--- src/core/owp_pkg.sv ---
// package for the single-wire memory page command sequencer
// assumes one 100 MHz system clock and byte-wide bus and fifo interfaces
package owp_pkg;
  // command selection
  localparam logic [1:0] CMD_SRAM_WRITE = 2'h0;
  localparam logic [1:0] CMD_EPROM_WRITE = 2'h1;
  localparam logic [1:0] CMD_CRC_READ = 2'h2;
  // result codes
  localparam logic [7:0] RESULT_OK = 8'h00;
  localparam logic [7:0] CRC_ERROR_CODE = 8'h01;
  localparam logic [7:0] COMPARE_FAIL_CODE = 8'h02;
  localparam logic [7:0] VPP_ERROR_CODE = 8'h04;
  // preamble lengths
  localparam logic [1:0] PREAMBLE_SHORT = 2'h2;
  localparam logic [1:0] PREAMBLE_LONG = 2'h3;
  // crc polynomials and residues
  localparam logic [7:0] CRC8_POLY_REV = 8'h8C;
  localparam logic [15:0] CRC16_POLY_REV = 16'hA001;
  localparam logic [15:0] CRC16_RESIDUE = 16'hB001;
  localparam logic [7:0] CRC8_RESIDUE = 8'h00;
  // page size 0 means 256 bytes
  localparam logic [16:0] FULL_PAGE = 17'h00100;
  localparam logic [16:0] ZERO_COUNT = 17'h00000;
  localparam logic [16:0] ONE_COUNT = 17'h00001;
  localparam logic [1:0] ZERO_IDX = 2'h0;
  localparam logic [1:0] ONE_IDX = 2'h1;
  localparam logic [1:0] CRC16_BYTES = 2'h2;
  localparam logic [1:0] CRC8_BYTES = 2'h1;
  typedef enum logic [2:0] {
    OWP_IDLE, OWP_PREAMBLE, OWP_DATA, OWP_CRC, OWP_VERIFY, OWP_RESULT
  } owp_state_t;
endpackage

--- src/core/owp_page_cmd.sv ---
// memory page command sequencer: sram page write, eprom write, crc page read
// assumes a byte engine that moves bytes on the bus and a host that fills
// and drains the endpoint fifos while a command runs
`timescale 1ns/1ns
module owp_page_cmd
  import owp_pkg::*;
(
  input wire logic clk_sys_in, // system clock
  input wire logic reset_n_in, // synchronous reset, active low
  input wire logic start_in, // one-cycle command start
  input wire logic [1:0] cmd_sel_in, // which page command
  input wire logic [15:0] cmd_param_in, // page or block size
  input wire logic [7:0] page_count_in, // pages for crc read, 0 reads one
  input wire logic [7:0] start_offset_in, // first byte within page for read
  input wire logic crypto_preamble_select_in, // 1: two byte preamble, ignored for eprom write
  input wire logic crc_check_select_in, // crc16 select / sram crc check
  input wire logic compare_method_in, // 1: compare only bits written to zero
  input wire logic flush_on_error_in, // flush buffers on error
  input wire logic interim_result_suppress_in, // 1: no results
  input wire logic notify_result_in, // 1: post success result
  input wire logic vpp_present_in, // programming voltage ok
  output logic busy_out, // command running
  output logic cmd_buffer_clear_out, // pulse: clear command buffer
  output logic out_fifo_flush_out, // pulse: clear outbound fifo
  input wire logic out_valid_in, // outbound fifo has a byte
  input wire logic [7:0] out_data_in, // outbound fifo byte
  output logic out_ready_out, // outbound fifo byte taken
  output logic bus_tx_valid_out, // byte engine request
  output logic bus_tx_read_out, // 1: read slot, 0: write byte
  output logic [7:0] bus_tx_data_out, // byte to write
  input wire logic bus_tx_ready_in, // byte engine takes request
  input wire logic bus_rx_valid_in, // byte engine finished, pulse
  input wire logic [7:0] bus_rx_data_in, // byte seen on the bus
  output logic in_valid_out, // inbound fifo byte offered
  output logic [7:0] in_data_out, // inbound fifo byte
  input wire logic in_ready_in, // inbound fifo has room
  input wire logic in_fifo_flush_in_unused, // reserved, not read
  output logic in_fifo_flush_out, // pulse: clear inbound fifo
  output logic result_valid_out, // pulse: result posted
  output logic [7:0] result_code_out // result code
);
  // ============================================================
  // crc and page size helpers
  function automatic logic [15:0] crc_step(input logic [15:0] crc, input logic [7:0] d,
                                           input logic wide);
    logic [15:0] c;
    c = crc;
    for (int i = 0; i < 8; i++)
    begin
      if (wide)
        c = (c[0] ^ d[i]) ? ((c >> 1) ^ CRC16_POLY_REV) : (c >> 1);
      else
        c = {8'h00, ((c[0] ^ d[i]) ? ((c[7:0] >> 1) ^ CRC8_POLY_REV) : (c[7:0] >> 1))};
    end
    return c;
  endfunction

  function automatic logic [16:0] size_of(input logic [7:0] s);
    return (s == 8'h00) ? FULL_PAGE : {9'h000, s};
  endfunction

  // ============================================================
  // state
  owp_state_t state;
  logic [1:0] cmd;
  logic use_crc16;
  logic short_pre;
  logic cmp_method;
  logic flush_en;
  logic suppress;
  logic notify;
  logic [1:0] pre_idx;
  logic [16:0] data_left;
  logic [7:0] pages_left;
  logic [16:0] page_len;
  logic [1:0] crc_left;
  logic [15:0] crc;
  logic [7:0] last_written;
  logic waiting;
  logic err_crc;
  logic err_cmp;
  logic err_vpp;
  logic rx_ready;
  logic rx_push;
  logic [7:0] rx_byte;
  logic is_read;
  logic crc_on;

  assign is_read = (cmd == CMD_CRC_READ);
  // sram write checks crc only when selected; others always check
  assign crc_on = (cmd != CMD_SRAM_WRITE) || use_crc16;
  assign busy_out = (state != OWP_IDLE);

  // byte engine request: write bytes come from the outbound fifo
  always_comb
  begin
    bus_tx_valid_out = 1'b0;
    bus_tx_read_out = 1'b0;
    bus_tx_data_out = out_data_in;
    out_ready_out = 1'b0;
    if (!waiting)
    begin
      if (state == OWP_PREAMBLE || ((state == OWP_DATA) && !is_read))
      begin
        bus_tx_valid_out = out_valid_in;
        out_ready_out = out_valid_in && bus_tx_ready_in;
      end
      // only the eprom verify step reads a byte back; a slot there would steal the next page
      else if (state == OWP_DATA || state == OWP_CRC ||
               (state == OWP_VERIFY && cmd == CMD_EPROM_WRITE))
      begin
        // read slots wait for inbound room so a stall loses nothing
        bus_tx_valid_out = rx_ready;
        bus_tx_read_out = 1'b1;
        bus_tx_data_out = 8'hFF;
      end
    end
  end

  // ============================================================
  // sequencer
  always_ff @(posedge clk_sys_in)
  begin
    if (!reset_n_in)
    begin
      state <= OWP_IDLE;
      cmd <= CMD_SRAM_WRITE;
      use_crc16 <= 1'b0;
      short_pre <= 1'b0;
      cmp_method <= 1'b0;
      flush_en <= 1'b0;
      suppress <= 1'b0;
      notify <= 1'b0;
      pre_idx <= ZERO_IDX;
      data_left <= ZERO_COUNT;
      page_len <= ZERO_COUNT;
      pages_left <= 8'h00;
      crc_left <= ZERO_IDX;
      crc <= 16'h0000;
      last_written <= 8'h00;
      waiting <= 1'b0;
      err_crc <= 1'b0;
      err_cmp <= 1'b0;
      err_vpp <= 1'b0;
    end
    else
    begin
      case (state)
        OWP_IDLE:
        begin
          if (start_in)
          begin
            cmd <= cmd_sel_in;
            use_crc16 <= crc_check_select_in;
            short_pre <= crypto_preamble_select_in && (cmd_sel_in != CMD_EPROM_WRITE);
            cmp_method <= compare_method_in;
            flush_en <= flush_on_error_in;
            suppress <= interim_result_suppress_in;
            notify <= notify_result_in;
            pre_idx <= ZERO_IDX;
            crc <= 16'h0000;
            err_crc <= 1'b0;
            err_cmp <= 1'b0;
            err_vpp <= 1'b0;
            waiting <= 1'b0;
            pages_left <= page_count_in;
            if (cmd_sel_in == CMD_EPROM_WRITE)
              data_left <= {1'b0, cmd_param_in};
            else if (cmd_sel_in == CMD_CRC_READ)
              data_left <= size_of(cmd_param_in[7:0]) - {9'h000, start_offset_in};
            else
              data_left <= size_of(cmd_param_in[7:0]);
            page_len <= size_of(cmd_param_in[7:0]);
            if ((cmd_sel_in == CMD_EPROM_WRITE) && !vpp_present_in)
            begin
              err_vpp <= 1'b1;
              state <= OWP_RESULT;
            end
            else
              state <= OWP_PREAMBLE;
          end
        end
        OWP_PREAMBLE:
        begin
          if (bus_tx_valid_out && bus_tx_ready_in)
            waiting <= 1'b1;
          if (bus_rx_valid_in && waiting)
          begin
            waiting <= 1'b0;
            crc <= crc_step(crc, bus_rx_data_in, use_crc16);
            pre_idx <= pre_idx + ONE_IDX;
            // two or three byte preamble by select
            if (pre_idx == ((short_pre ? PREAMBLE_SHORT : PREAMBLE_LONG) - ONE_IDX))
              state <= (data_left == ZERO_COUNT) ? OWP_RESULT : OWP_DATA;
          end
        end
        OWP_DATA:
        begin
          if (bus_tx_valid_out && bus_tx_ready_in)
            waiting <= 1'b1;
          if (bus_rx_valid_in && waiting)
          begin
            waiting <= 1'b0;
            last_written <= bus_rx_data_in;
            crc <= crc_step(crc, bus_rx_data_in, use_crc16 || (cmd == CMD_SRAM_WRITE));
            data_left <= data_left - ONE_COUNT;
            crc_left <= (use_crc16 || (cmd == CMD_SRAM_WRITE)) ? CRC16_BYTES : CRC8_BYTES;
            if (cmd == CMD_EPROM_WRITE)
              state <= OWP_CRC; // per-byte crc then read-back
            else if (data_left == ONE_COUNT)
              state <= crc_on ? OWP_CRC : OWP_RESULT;
          end
        end
        OWP_CRC:
        begin
          if (bus_tx_valid_out && bus_tx_ready_in)
            waiting <= 1'b1;
          if (bus_rx_valid_in && waiting)
          begin
            waiting <= 1'b0;
            crc <= crc_step(crc, bus_rx_data_in, use_crc16 || (cmd == CMD_SRAM_WRITE));
            crc_left <= crc_left - ONE_IDX;
            if (crc_left == ONE_IDX)
              state <= OWP_VERIFY;
          end
        end
        OWP_VERIFY:
        begin
          if (cmd != CMD_EPROM_WRITE)
          begin
            // residue check after the crc bytes
            if (crc != ((use_crc16 || cmd == CMD_SRAM_WRITE) ? CRC16_RESIDUE
                        : {8'h00, CRC8_RESIDUE}))
            begin
              err_crc <= 1'b1;
              state <= OWP_RESULT;
            end
            else if (is_read && (pages_left > 8'h01))
            begin
              pages_left <= pages_left - 8'h01;
              data_left <= page_len;
              crc <= 16'h0000;
              state <= OWP_DATA;
            end
            else
              state <= OWP_RESULT;
          end
          else
          begin
            if (bus_tx_valid_out && bus_tx_ready_in)
              waiting <= 1'b1;
            if (bus_rx_valid_in && waiting)
            begin
              waiting <= 1'b0;
              crc <= 16'h0000;
              if (crc != (use_crc16 ? CRC16_RESIDUE : {8'h00, CRC8_RESIDUE}))
              begin
                err_crc <= 1'b1;
                state <= OWP_RESULT;
              end
              // method 1 only checks that zeros were programmed
              else if (cmp_method ? ((bus_rx_data_in & ~last_written) != 8'h00)
                       : (bus_rx_data_in != last_written))
              begin
                err_cmp <= 1'b1;
                state <= OWP_RESULT;
              end
              else
                state <= (data_left == ZERO_COUNT) ? OWP_RESULT : OWP_DATA;
            end
          end
        end
        OWP_RESULT:
        begin
          state <= OWP_IDLE;
        end
        default:
        begin
          state <= OWP_IDLE;
        end
      endcase
    end
  end

  // ============================================================
  // inbound data, only the read command ever pushes
  assign rx_push = bus_rx_valid_in && waiting && is_read && (state == OWP_DATA);
  assign rx_byte = bus_rx_data_in;

  owp_skid u_skid (
    .clk_sys_in(clk_sys_in),
    .reset_n_in(reset_n_in),
    .flush_in(in_fifo_flush_out),
    .s_valid_in(rx_push),
    .s_data_in(rx_byte),
    .s_ready_out(rx_ready),
    .m_valid_out(in_valid_out),
    .m_data_out(in_data_out),
    .m_ready_in(in_ready_in)
  );

  // ============================================================
  // result and flush posting
  always_ff @(posedge clk_sys_in)
  begin
    if (!reset_n_in)
    begin
      result_valid_out <= 1'b0;
      result_code_out <= RESULT_OK;
      cmd_buffer_clear_out <= 1'b0;
      out_fifo_flush_out <= 1'b0;
      in_fifo_flush_out <= 1'b0;
    end
    else
    begin
      result_valid_out <= 1'b0;
      cmd_buffer_clear_out <= 1'b0;
      out_fifo_flush_out <= 1'b0;
      in_fifo_flush_out <= 1'b0;
      if (state == OWP_RESULT)
      begin
        if (err_crc || err_cmp || err_vpp)
        begin
          result_valid_out <= !suppress;
          result_code_out <= (err_crc ? CRC_ERROR_CODE : 8'h00) |
                             (err_cmp ? COMPARE_FAIL_CODE : 8'h00) |
                             (err_vpp ? VPP_ERROR_CODE : 8'h00);
          cmd_buffer_clear_out <= flush_en;
          out_fifo_flush_out <= flush_en;
          in_fifo_flush_out <= flush_en;
        end
        else
        begin
          result_valid_out <= !suppress && notify;
          result_code_out <= RESULT_OK;
        end
      end
    end
  end
endmodule

--- src/core/owp_skid.sv ---
// two-entry buffer between the inbound data path and the inbound fifo
// assumes synchronous active-low reset and a downstream that may stall
`timescale 1ns/1ns
module owp_skid
  import owp_pkg::*;
(
  input wire logic clk_sys_in, // system clock
  input wire logic reset_n_in, // synchronous reset, active low
  input wire logic flush_in, // drop both entries
  input wire logic s_valid_in, // word offered
  input wire logic [7:0] s_data_in, // word
  output logic s_ready_out, // room for a word
  output logic m_valid_out, // word available
  output logic [7:0] m_data_out, // oldest word
  input wire logic m_ready_in // sink takes the word
);
  // ============================================================
  // storage
  logic [7:0] mem [0:1];
  logic wr_ptr;
  logic rd_ptr;
  logic [1:0] count;
  logic push;
  logic pop;

  // full flag stalls the source so no word is dropped
  assign s_ready_out = (count != CRC16_BYTES);
  assign m_valid_out = (count != ZERO_IDX);
  assign push = s_valid_in && s_ready_out;
  assign pop = m_valid_out && m_ready_in;

  // entry data held in flops
  always_ff @(posedge clk_sys_in)
  begin
    if (push)
    begin
      mem[wr_ptr] <= s_data_in;
    end
  end

  // output word comes from the storage flops
  always_comb
  begin
    m_data_out = mem[rd_ptr];
  end

  // pointers and occupancy
  always_ff @(posedge clk_sys_in)
  begin
    if (!reset_n_in || flush_in)
    begin
      wr_ptr <= 1'b0;
      rd_ptr <= 1'b0;
      count <= ZERO_IDX;
    end
    else
    begin
      if (push)
      begin
        wr_ptr <= ~wr_ptr;
      end
      if (pop)
      begin
        rd_ptr <= ~rd_ptr;
      end
      if (push && !pop)
      begin
        count <= count + ONE_IDX;
      end
      else if (pop && !push)
      begin
        count <= count - ONE_IDX;
      end
    end
  end
endmodule

--- config.mk ---
export PLATFORM = sky130hd
export DESIGN_NAME = owp_page_cmd
export DESIGN_NICKNAME = d
export VERILOG_FILES = /design/src/core/owp_pkg.sv /design/src/core/owp_page_cmd.sv /design/src/core/owp_skid.sv
export SDC_FILE = /design/constraint.sdc
export NUM_CORES = 1
export LEC_CHECK = 0
export BUFFER_PORTS_ARGS = -buffer_cell sky130_fd_sc_hd__buf_4
export CAP_MARGIN = 25
export CORE_MARGIN = 3
export CORE_UTILIZATION = 30
export CTS_CLUSTER_SIZE = 16
export DETAILED_ROUTE_END_ITERATION = 7
export GPL_TIMING_DRIVEN = 1
export SYNTH_ARGS = -nofsm -noshare
export SYNTH_HDL_FRONTEND = slang
export SYNTH_HIERARCHICAL = 1
export SYNTH_SLANG_ARGS = --single-unit
--- constraint.sdc ---
create_clock -name clk_sys_in -period 3.25 [get_ports clk_sys_in]
set_input_delay 0.325 -clock clk_sys_in [delete_from_list [all_inputs] [get_ports clk_sys_in]]
set_output_delay 0.325 -clock clk_sys_in [all_outputs]
set_load 0.02 [all_outputs]
# --- Word level (Yosys, flattened, before mapping) ---
# Memories as Yosys holds them, arrays and structs flattened. A register that Yosys moved wholly into a read port is not among the register bits.
# Index checks and enable logic that the tools add are counted.
op_classes:
  reduce_logical: 58
  order_cmp: 1
  addsub: 8
  mux: 219
  n_bitwise: 72
  eq_ne: 37
ops:
  columns: ["cell", "count"]
  rows:
  - ["two-way mux 16 bit", 117]
  - ["two-way mux 8 bit", 29]
  - ["NOT 2 -> 3 bit", 44]
  - ["two-way mux 17 bit", 7]
  - ["one-hot mux 16 bit (5 select lines)", 1]
  - ["two-way mux 3 bit", 19]
  - ["one-hot mux 17 bit (3 select lines)", 1]
  - ["!= test 16 bit", 2]
  - ["two-way mux 1 bit", 29]
  - ["!= test 2 x 1 -> 1 bit (second input constant)", 11]
  - ["XOR 1 bit", 22]
  - ["== test 17 x 1 -> 1 bit (second input constant)", 1]
  - ["zero test 17 bit", 1]
  - ["subtractor 17 x 1 -> 17 bit (second input constant)", 1]
  - ["subtractor 17 x 8 -> 17 bit", 1]
  - ["two-way mux 2 bit", 8]
  - ["one-hot mux 8 bit (2 select lines)", 1]
  - ["AND reduction 8 bit", 2]
  - ["logical AND 1 bit", 15]
  - ["one-hot mux 3 bit (5 select lines)", 1]
  - ["AND reduction 3 bit", 4]
  - ["AND reduction 6 bit", 2]
  - ["nonzero test 2 bit", 6]
  - ["!= test 2 bit (second input constant)", 5]
  - ["34 further kinds", 65]
totals:
  ram_bits: 16
  reg_bits: 99
  memories: 1
  wordCells: 421
  input_bits: 65
  out_inout_bits: 33
memory_table:
  columns: ["name", "words", "word_bits", "read_ports", "rd_ports_with_merged_regs", "write_ports", "line", "text"]
  rows:
  - ["u_skid.mem", 2, 8, 1, 1, 1, "owp_skid.sv:19", "logic [7:0] mem [0:1];"]

# --- Logic depth before layout (Yosys ltp) ---
logic_depth:
  word_depth: 47
  depth_mapped: 17
  mapped_depth_nobuf: 17

# --- Hierarchy ---
# Netlist, hierarchy kept.
by_module_without_submodules:
  columns: ["module", "seq_area_each_um2", "area_per_inst_um2", "n_inst", "cells_each"]
  rows:
  - ["owp_page_cmd", 1641.6, 5740.5, 1, 756]
  - ["owp_skid", 580.6, 812.0, 1, 50]

# --- Least setup slack after synthesis ---
# Ideal clock, no wire load.
synth_timing:
  kind: "input to register"
  start: "input cmd_param_in[0]"
  end: "register data_left[8]"
  setup_slack_ns: 0.151
  setup_ns: 0.132
  path_stages: 17
  t_required_ns: 3.118
  n_path_buf: 0
  t_arrival_ns: 2.967
  cell_sequence: "inv_1 > ha_1 > fa_1 > nand2b_1 > a21boi_0 > o21a_1 > o21ai_0 > a21boi_0 > o21ai_0 > nor2b_1 > ha_1 > mux2i_1 > mux2_2 > nor2_1 > a31oi_1 > o211ai_1 > a21oi_1"
synth_between:
  elab_chain_len: 7
synth_lines:
  columns: ["item", "line", "text"]
  rows:
  - ["start, declared", "owp_page_cmd.sv:12", "input wire logic [15:0] cmd_param_in,"]
  - ["zero test 8 bit", "owp_page_cmd.sv:59", "return (s == 8'h00) ? FULL_PAGE : {9'h000, s};"]
  - ["two-way mux 9 bit (*)", "owp_page_cmd.sv:59", null]
  - ["subtractor 17 x 8 -> 17 bit", "owp_page_cmd.sv:170", "data_left <= size_of(cmd_param_in[7:0]) - {9'h000, start_offset_in};"]
  - ["two-way mux 17 bit (*)", "owp_page_cmd.sv:169", "else if (cmd_sel_in == CMD_CRC_READ)"]
  - ["two-way mux 17 bit (*)", "owp_page_cmd.sv:167", "if (cmd_sel_in == CMD_EPROM_WRITE)"]
  - ["two-way mux 17 bit (*)", "owp_page_cmd.sv:151", "if (start_in)"]
  - ["one-hot mux 17 bit (3 select lines) (*)", "owp_page_cmd.sv:148", "case (state)"]
  - ["end signal, assigned", "owp_page_cmd.sv:168", "data_left <= {1'b0, cmd_param_in};"]
  - ["end signal, assigned", "owp_page_cmd.sv:170", null]
  - ["end signal, assigned", "owp_page_cmd.sv:172", "data_left <= size_of(cmd_param_in[7:0]);"]
  - ["end, declared", "owp_page_cmd.sv:73", "logic [16:0] data_left;"]
# Every way passes the cells marked *; elsewhere a longest branch is shown, timed or not. The select of a mux whose other input is x is not followed.
# A chain may end at the register's enable or synchronous reset.

# --- Worst setup path in the final report ---
layout_timing:
  start: "register state[1]"
  end: "output bus_tx_valid_out"
layout_between:
  elab_chain_len: 6
  elab_cells_between_ends: 12
  cone_classes: "eq/ne: 4; mux: 3; reduce/logical: 5"
layout_lines:
  columns: ["item", "line", "text"]
  rows:
  - ["start, declared", "owp_page_cmd.sv:64", "owp_state_t state;"]
  - ["start signal, assigned", "owp_page_cmd.sv:194", "state <= (data_left == ZERO_COUNT) ? OWP_RESULT : OWP_DATA;"]
  - ["start signal, assigned", "owp_page_cmd.sv:211", "state <= crc_on ? OWP_CRC : OWP_RESULT;"]
  - ["start signal, assigned", "owp_page_cmd.sv:269", "state <= (data_left == ZERO_COUNT) ? OWP_RESULT : OWP_DATA;"]
  - ["== test 3 x 2 -> 1 bit (tied with other cells)", "owp_page_cmd.sv:103, owp_page_cmd.sv:109", null]
  - ["logical OR 1 bit or logical AND 1 bit (tied branches)", "owp_page_cmd.sv:109, owp_page_cmd.sv:110", null]
  - ["logical OR 1 bit", "owp_page_cmd.sv:109", "else if (state == OWP_DATA || state == OWP_CRC ||"]
  - ["two-way mux 1 bit", "owp_page_cmd.sv:109", null]
  - ["two-way mux 1 bit (*)", "owp_page_cmd.sv:103", "if (state == OWP_PREAMBLE || ((state == OWP_DATA) && !is_read))"]
  - ["two-way mux 1 bit (*)", "owp_page_cmd.sv:101", "if (!waiting)"]
  - ["end, declared", "owp_page_cmd.sv:28", "output logic bus_tx_valid_out,"]
# Every way passes the cells marked *; elsewhere a longest branch is shown, timed or not.

==> impl_metrics.toml <==
[status]
status = "finished, final reports clean"

[timing]
tightest_slew_ns = 0.719
grt_setup_unrepaired = "false"
slew_headroom_pct = 51.9
skew_ns = 0.0103
drv_slew = 0
setup_ws_ns = 0.303
hold_viol = 0
fmax_mhz = 339
finalCritPeriodShare_pct = 90.7
min_period_ns = 2.95
setup_viol = 0

[power_and_ir_drop]
p_per_area_nw_per_um2 = 652
switching_share_pct = 42.7
p_int_mw = 2.94
power_frac_clock_pct = 22.1
leakagePower_nw = 3.09
seq_power_share_pct = 32.7
pwr-share-comb_pct = 45.2
p_switching_mw = 2.19
ir_worst_vdd_uv = 304

[critical_path]
cp_data_required_time_ns = 2.92
rrSetupSlack_ns = 0.51
worst-setup-path-type = "flop to output pin"
cp.arrival_ns = 2.62
crit_chain = "nor2_1 > nand3_1 > a21oi_1 > a21o_1 > buf_4"
r2r-start = "state[1]"
cp_slowest_cell = "a21oi_1"
start_kind = "flop"
crit_path_max_fanout = 22
critPathCapture = "bus_tx_valid_out"
critPathBufInv = 1
cpPeakStageDelay_ns = 0.58
crit_family = "compound AO/OA/AOI/OAI gates"
end_kind = "output pin"
cp.depth = 5
reg2regPathDepth = 8
critPathLaunch = "state[1]"
reg2reg_to = "data_left[11]"

[clock_network]
cts_made_buffers = 9
insertion_delay_ns = 0.37
cts_max_path_buffers = 2
cts_root_buffer = "clkbuf_16"
htreeDepth = 3
numClockSinks = 103
cts_tree = "yes"
post_cts_buffers = 0
cts.clk_slew.worst_paths_ns = 0.08

[finish]
nets = 976
fin_area_um2 = 7860
fillers = 2178
n_antenna_cell = 0
drive_gt1_share_pct = 18.9
syn_to_final_growth_pct = 19.9

[synthesis]
synth.distinct_cells = 70
ys_seq_elements = 103
syn-cell-area_um2 = 6550
synth_edf_count = 16
async_flop_share_pct = 0
yosysWarnings = 6
ys_seq_area_share_pct = 33.9
synth_cells = 806
synthFlopType = "dfxtp_1"
syn_area_per_cell_um2 = 8.13

[die]
core_um2 = 21200
dieArea_um2 = 23700
num_io_pins = 98
die_w_um = 154
row_count = 53
start_util_pct = 30.9
die_h_um = 154

[route]
wl_per_cell_um = 15.4
ant_nets = 0
totalWireLength_mm = 17.9
first_pass_iters = 5
viasPerCell = 5.07
drc = 0
vias = 5905
drt-initial-drc-count = 409

[global_routing]
grt_max_degree = 40
track_usage_pct = 15.2
antenna_found_initial = 0
grt_pass1_wl_mm = 29.4
first_global_vias = 5605
grt-ovfl-total = 0

[place]
portBuffers = 91
placed_area_um2 = 7540
gp_congestion = 0.852
dp_hpwl_mm = 13.4
dp_worst_setup_slack_ns = -0.140

[job]
drv_cap = 0

[hold_path]
hold-path-cell-count = 1
hp-class = "input pin to flop"
power by group through the flow:
stage / registers, mW / logic (mW) / clock network, mW
finish: 1.67 / 2.31 / 1.13
CTS: 1.67 / 2.31 / 1.16
global placement: 1.70 / 2.30 / 0
global route: 1.71 / 2.59 / 1.20
floorplan: 1.61 / 1.69 / 0
detailed placement: 1.70 / 2.30 / 0
sequential cells by signal, indices dropped and copies added, names as in the netlist, 3 cells and up, named ones only:
signal / count
last_written: 8
state: 3
crc: 16
pages_left: 8
u_skid/mem: 16
data_left: 17
page_len: 9
result_code_out: 3
area by class of cell:
cell class                 instances  area (um2)  area share [%]
clock inverter                     7        85.1            1.08
sequential                       103        2220            28.3
clock buffer                       9         225            2.87
multi-input combinational        624        4000            51.0
inverter                          34         128            1.62
timing repair buffer             113         848            10.8
tap                              275         344            4.38
placed cells by master (no fill, tap or decap), types with 11 or more instances in the layout:
master,instances
buf_4,113
nand2_1,107
dfxtp_1,87
nor2_1,74
a21oi_1,60
o21ai_0,50
inv_1,33
xnor2_1,30
nor3_1,25
ha_1,25
xor2_1,20
a21boi_0,19
edfxtp_1,16
a22oi_1,14
nand3_1,12
nor4_1,12
or2_2,11
and2_1,11
synth_stat cells, types with 12 or more instances:
cell type / instances / area [um2]
nand2_1: 107 / 402
dfxtp_1: 87 / 1740
nor2_1: 74 / 278
a21oi_1: 60 / 300
o21ai_0: 51 / 255
clkbuf_1: 36 / 135
inv_1: 33 / 124
xnor2_1: 30 / 263
ha_1: 25 / 313
nor3_1: 25 / 125
a21boi_0: 21 / 158
xor2_1: 20 / 175
edfxtp_1: 16 / 480
a22oi_1: 14 / 105
nand3_1: 12 / 60.1
nor4_1: 12 / 75.1
worst min-delay path by stage:
stage                                 start  slack [ns]               end
final                     bus_rx_data_in[3]        0.19  u_skid/mem[1][3]
after global routing      bus_rx_data_in[7]        0.19  u_skid/mem[0][7]
after CTS                 bus_rx_data_in[7]        0.18  u_skid/mem[1][7]
after detailed placement           suppress        0.41  result_valid_out
after global placement             suppress        0.42  result_valid_out
after floorplan                    suppress        0.40  result_valid_out
timing repair:
action	CTS	global route
hold buffers	0	0
setup endpoints to repair	0	1
gates resized for setup	0	2
cell families (layout without fill, tap and decap cells):
family,count (synthesis),in the layout,synth area share [%]
and+or+nand+nor,297,297,21.6
DFF,103,103,33.9
muxes,19,19,3.09
other,1,5,0.0572
buffers and inverters,83,163,5.23
xor gates and xnor gates,61,61,10.0
AOI/OAI and AO/OA,216,216,21.0
adders and majority gates,26,26,5.08
per-stage QoR:
stage | cells | setup TNS, ns | hold WS [ns] | utilization, % | power [mW]
2_1_floorplan | 810 | 0 | 0.401 | - | 3.31
3_3_place_gp | 1149 | -0.122 | 0.418 | 35.6 | 4.00
3_5_place_dp | 1149 | -0.140 | 0.414 | 35.6 | 4.00
4_1_cts | 1165 | 0 | 0.184 | 37.0 | 5.14
5_1_grt | 1165 | 0 | 0.194 | 37.0 | 5.50
6_report | 1165 | 0 | 0.194 | 37.0 | 5.12
layer usage:
metal  vias to the layer above  share of wire, %  GRT usage [%]
met5                         -                 0              0
met4                         0               1.2           4.37
met3                        14               5.4           2.36
met2                       162                42           22.3
met1                      2746                51           22.9
li1                       2983                 -              -
worst register-to-register path: stages, from the launching register on:
cell	delay [ns]
dfxtp_1	0.74
nand2b_1	0.21
a21oi_1	0.20
a2111oi_0	0.51
buf_4	0.22
nand2_1	0.05
a31oi_1	0.41
o21ai_0	0.18
a21oi_1	0.14
Power figures use the tool's default switching activity.
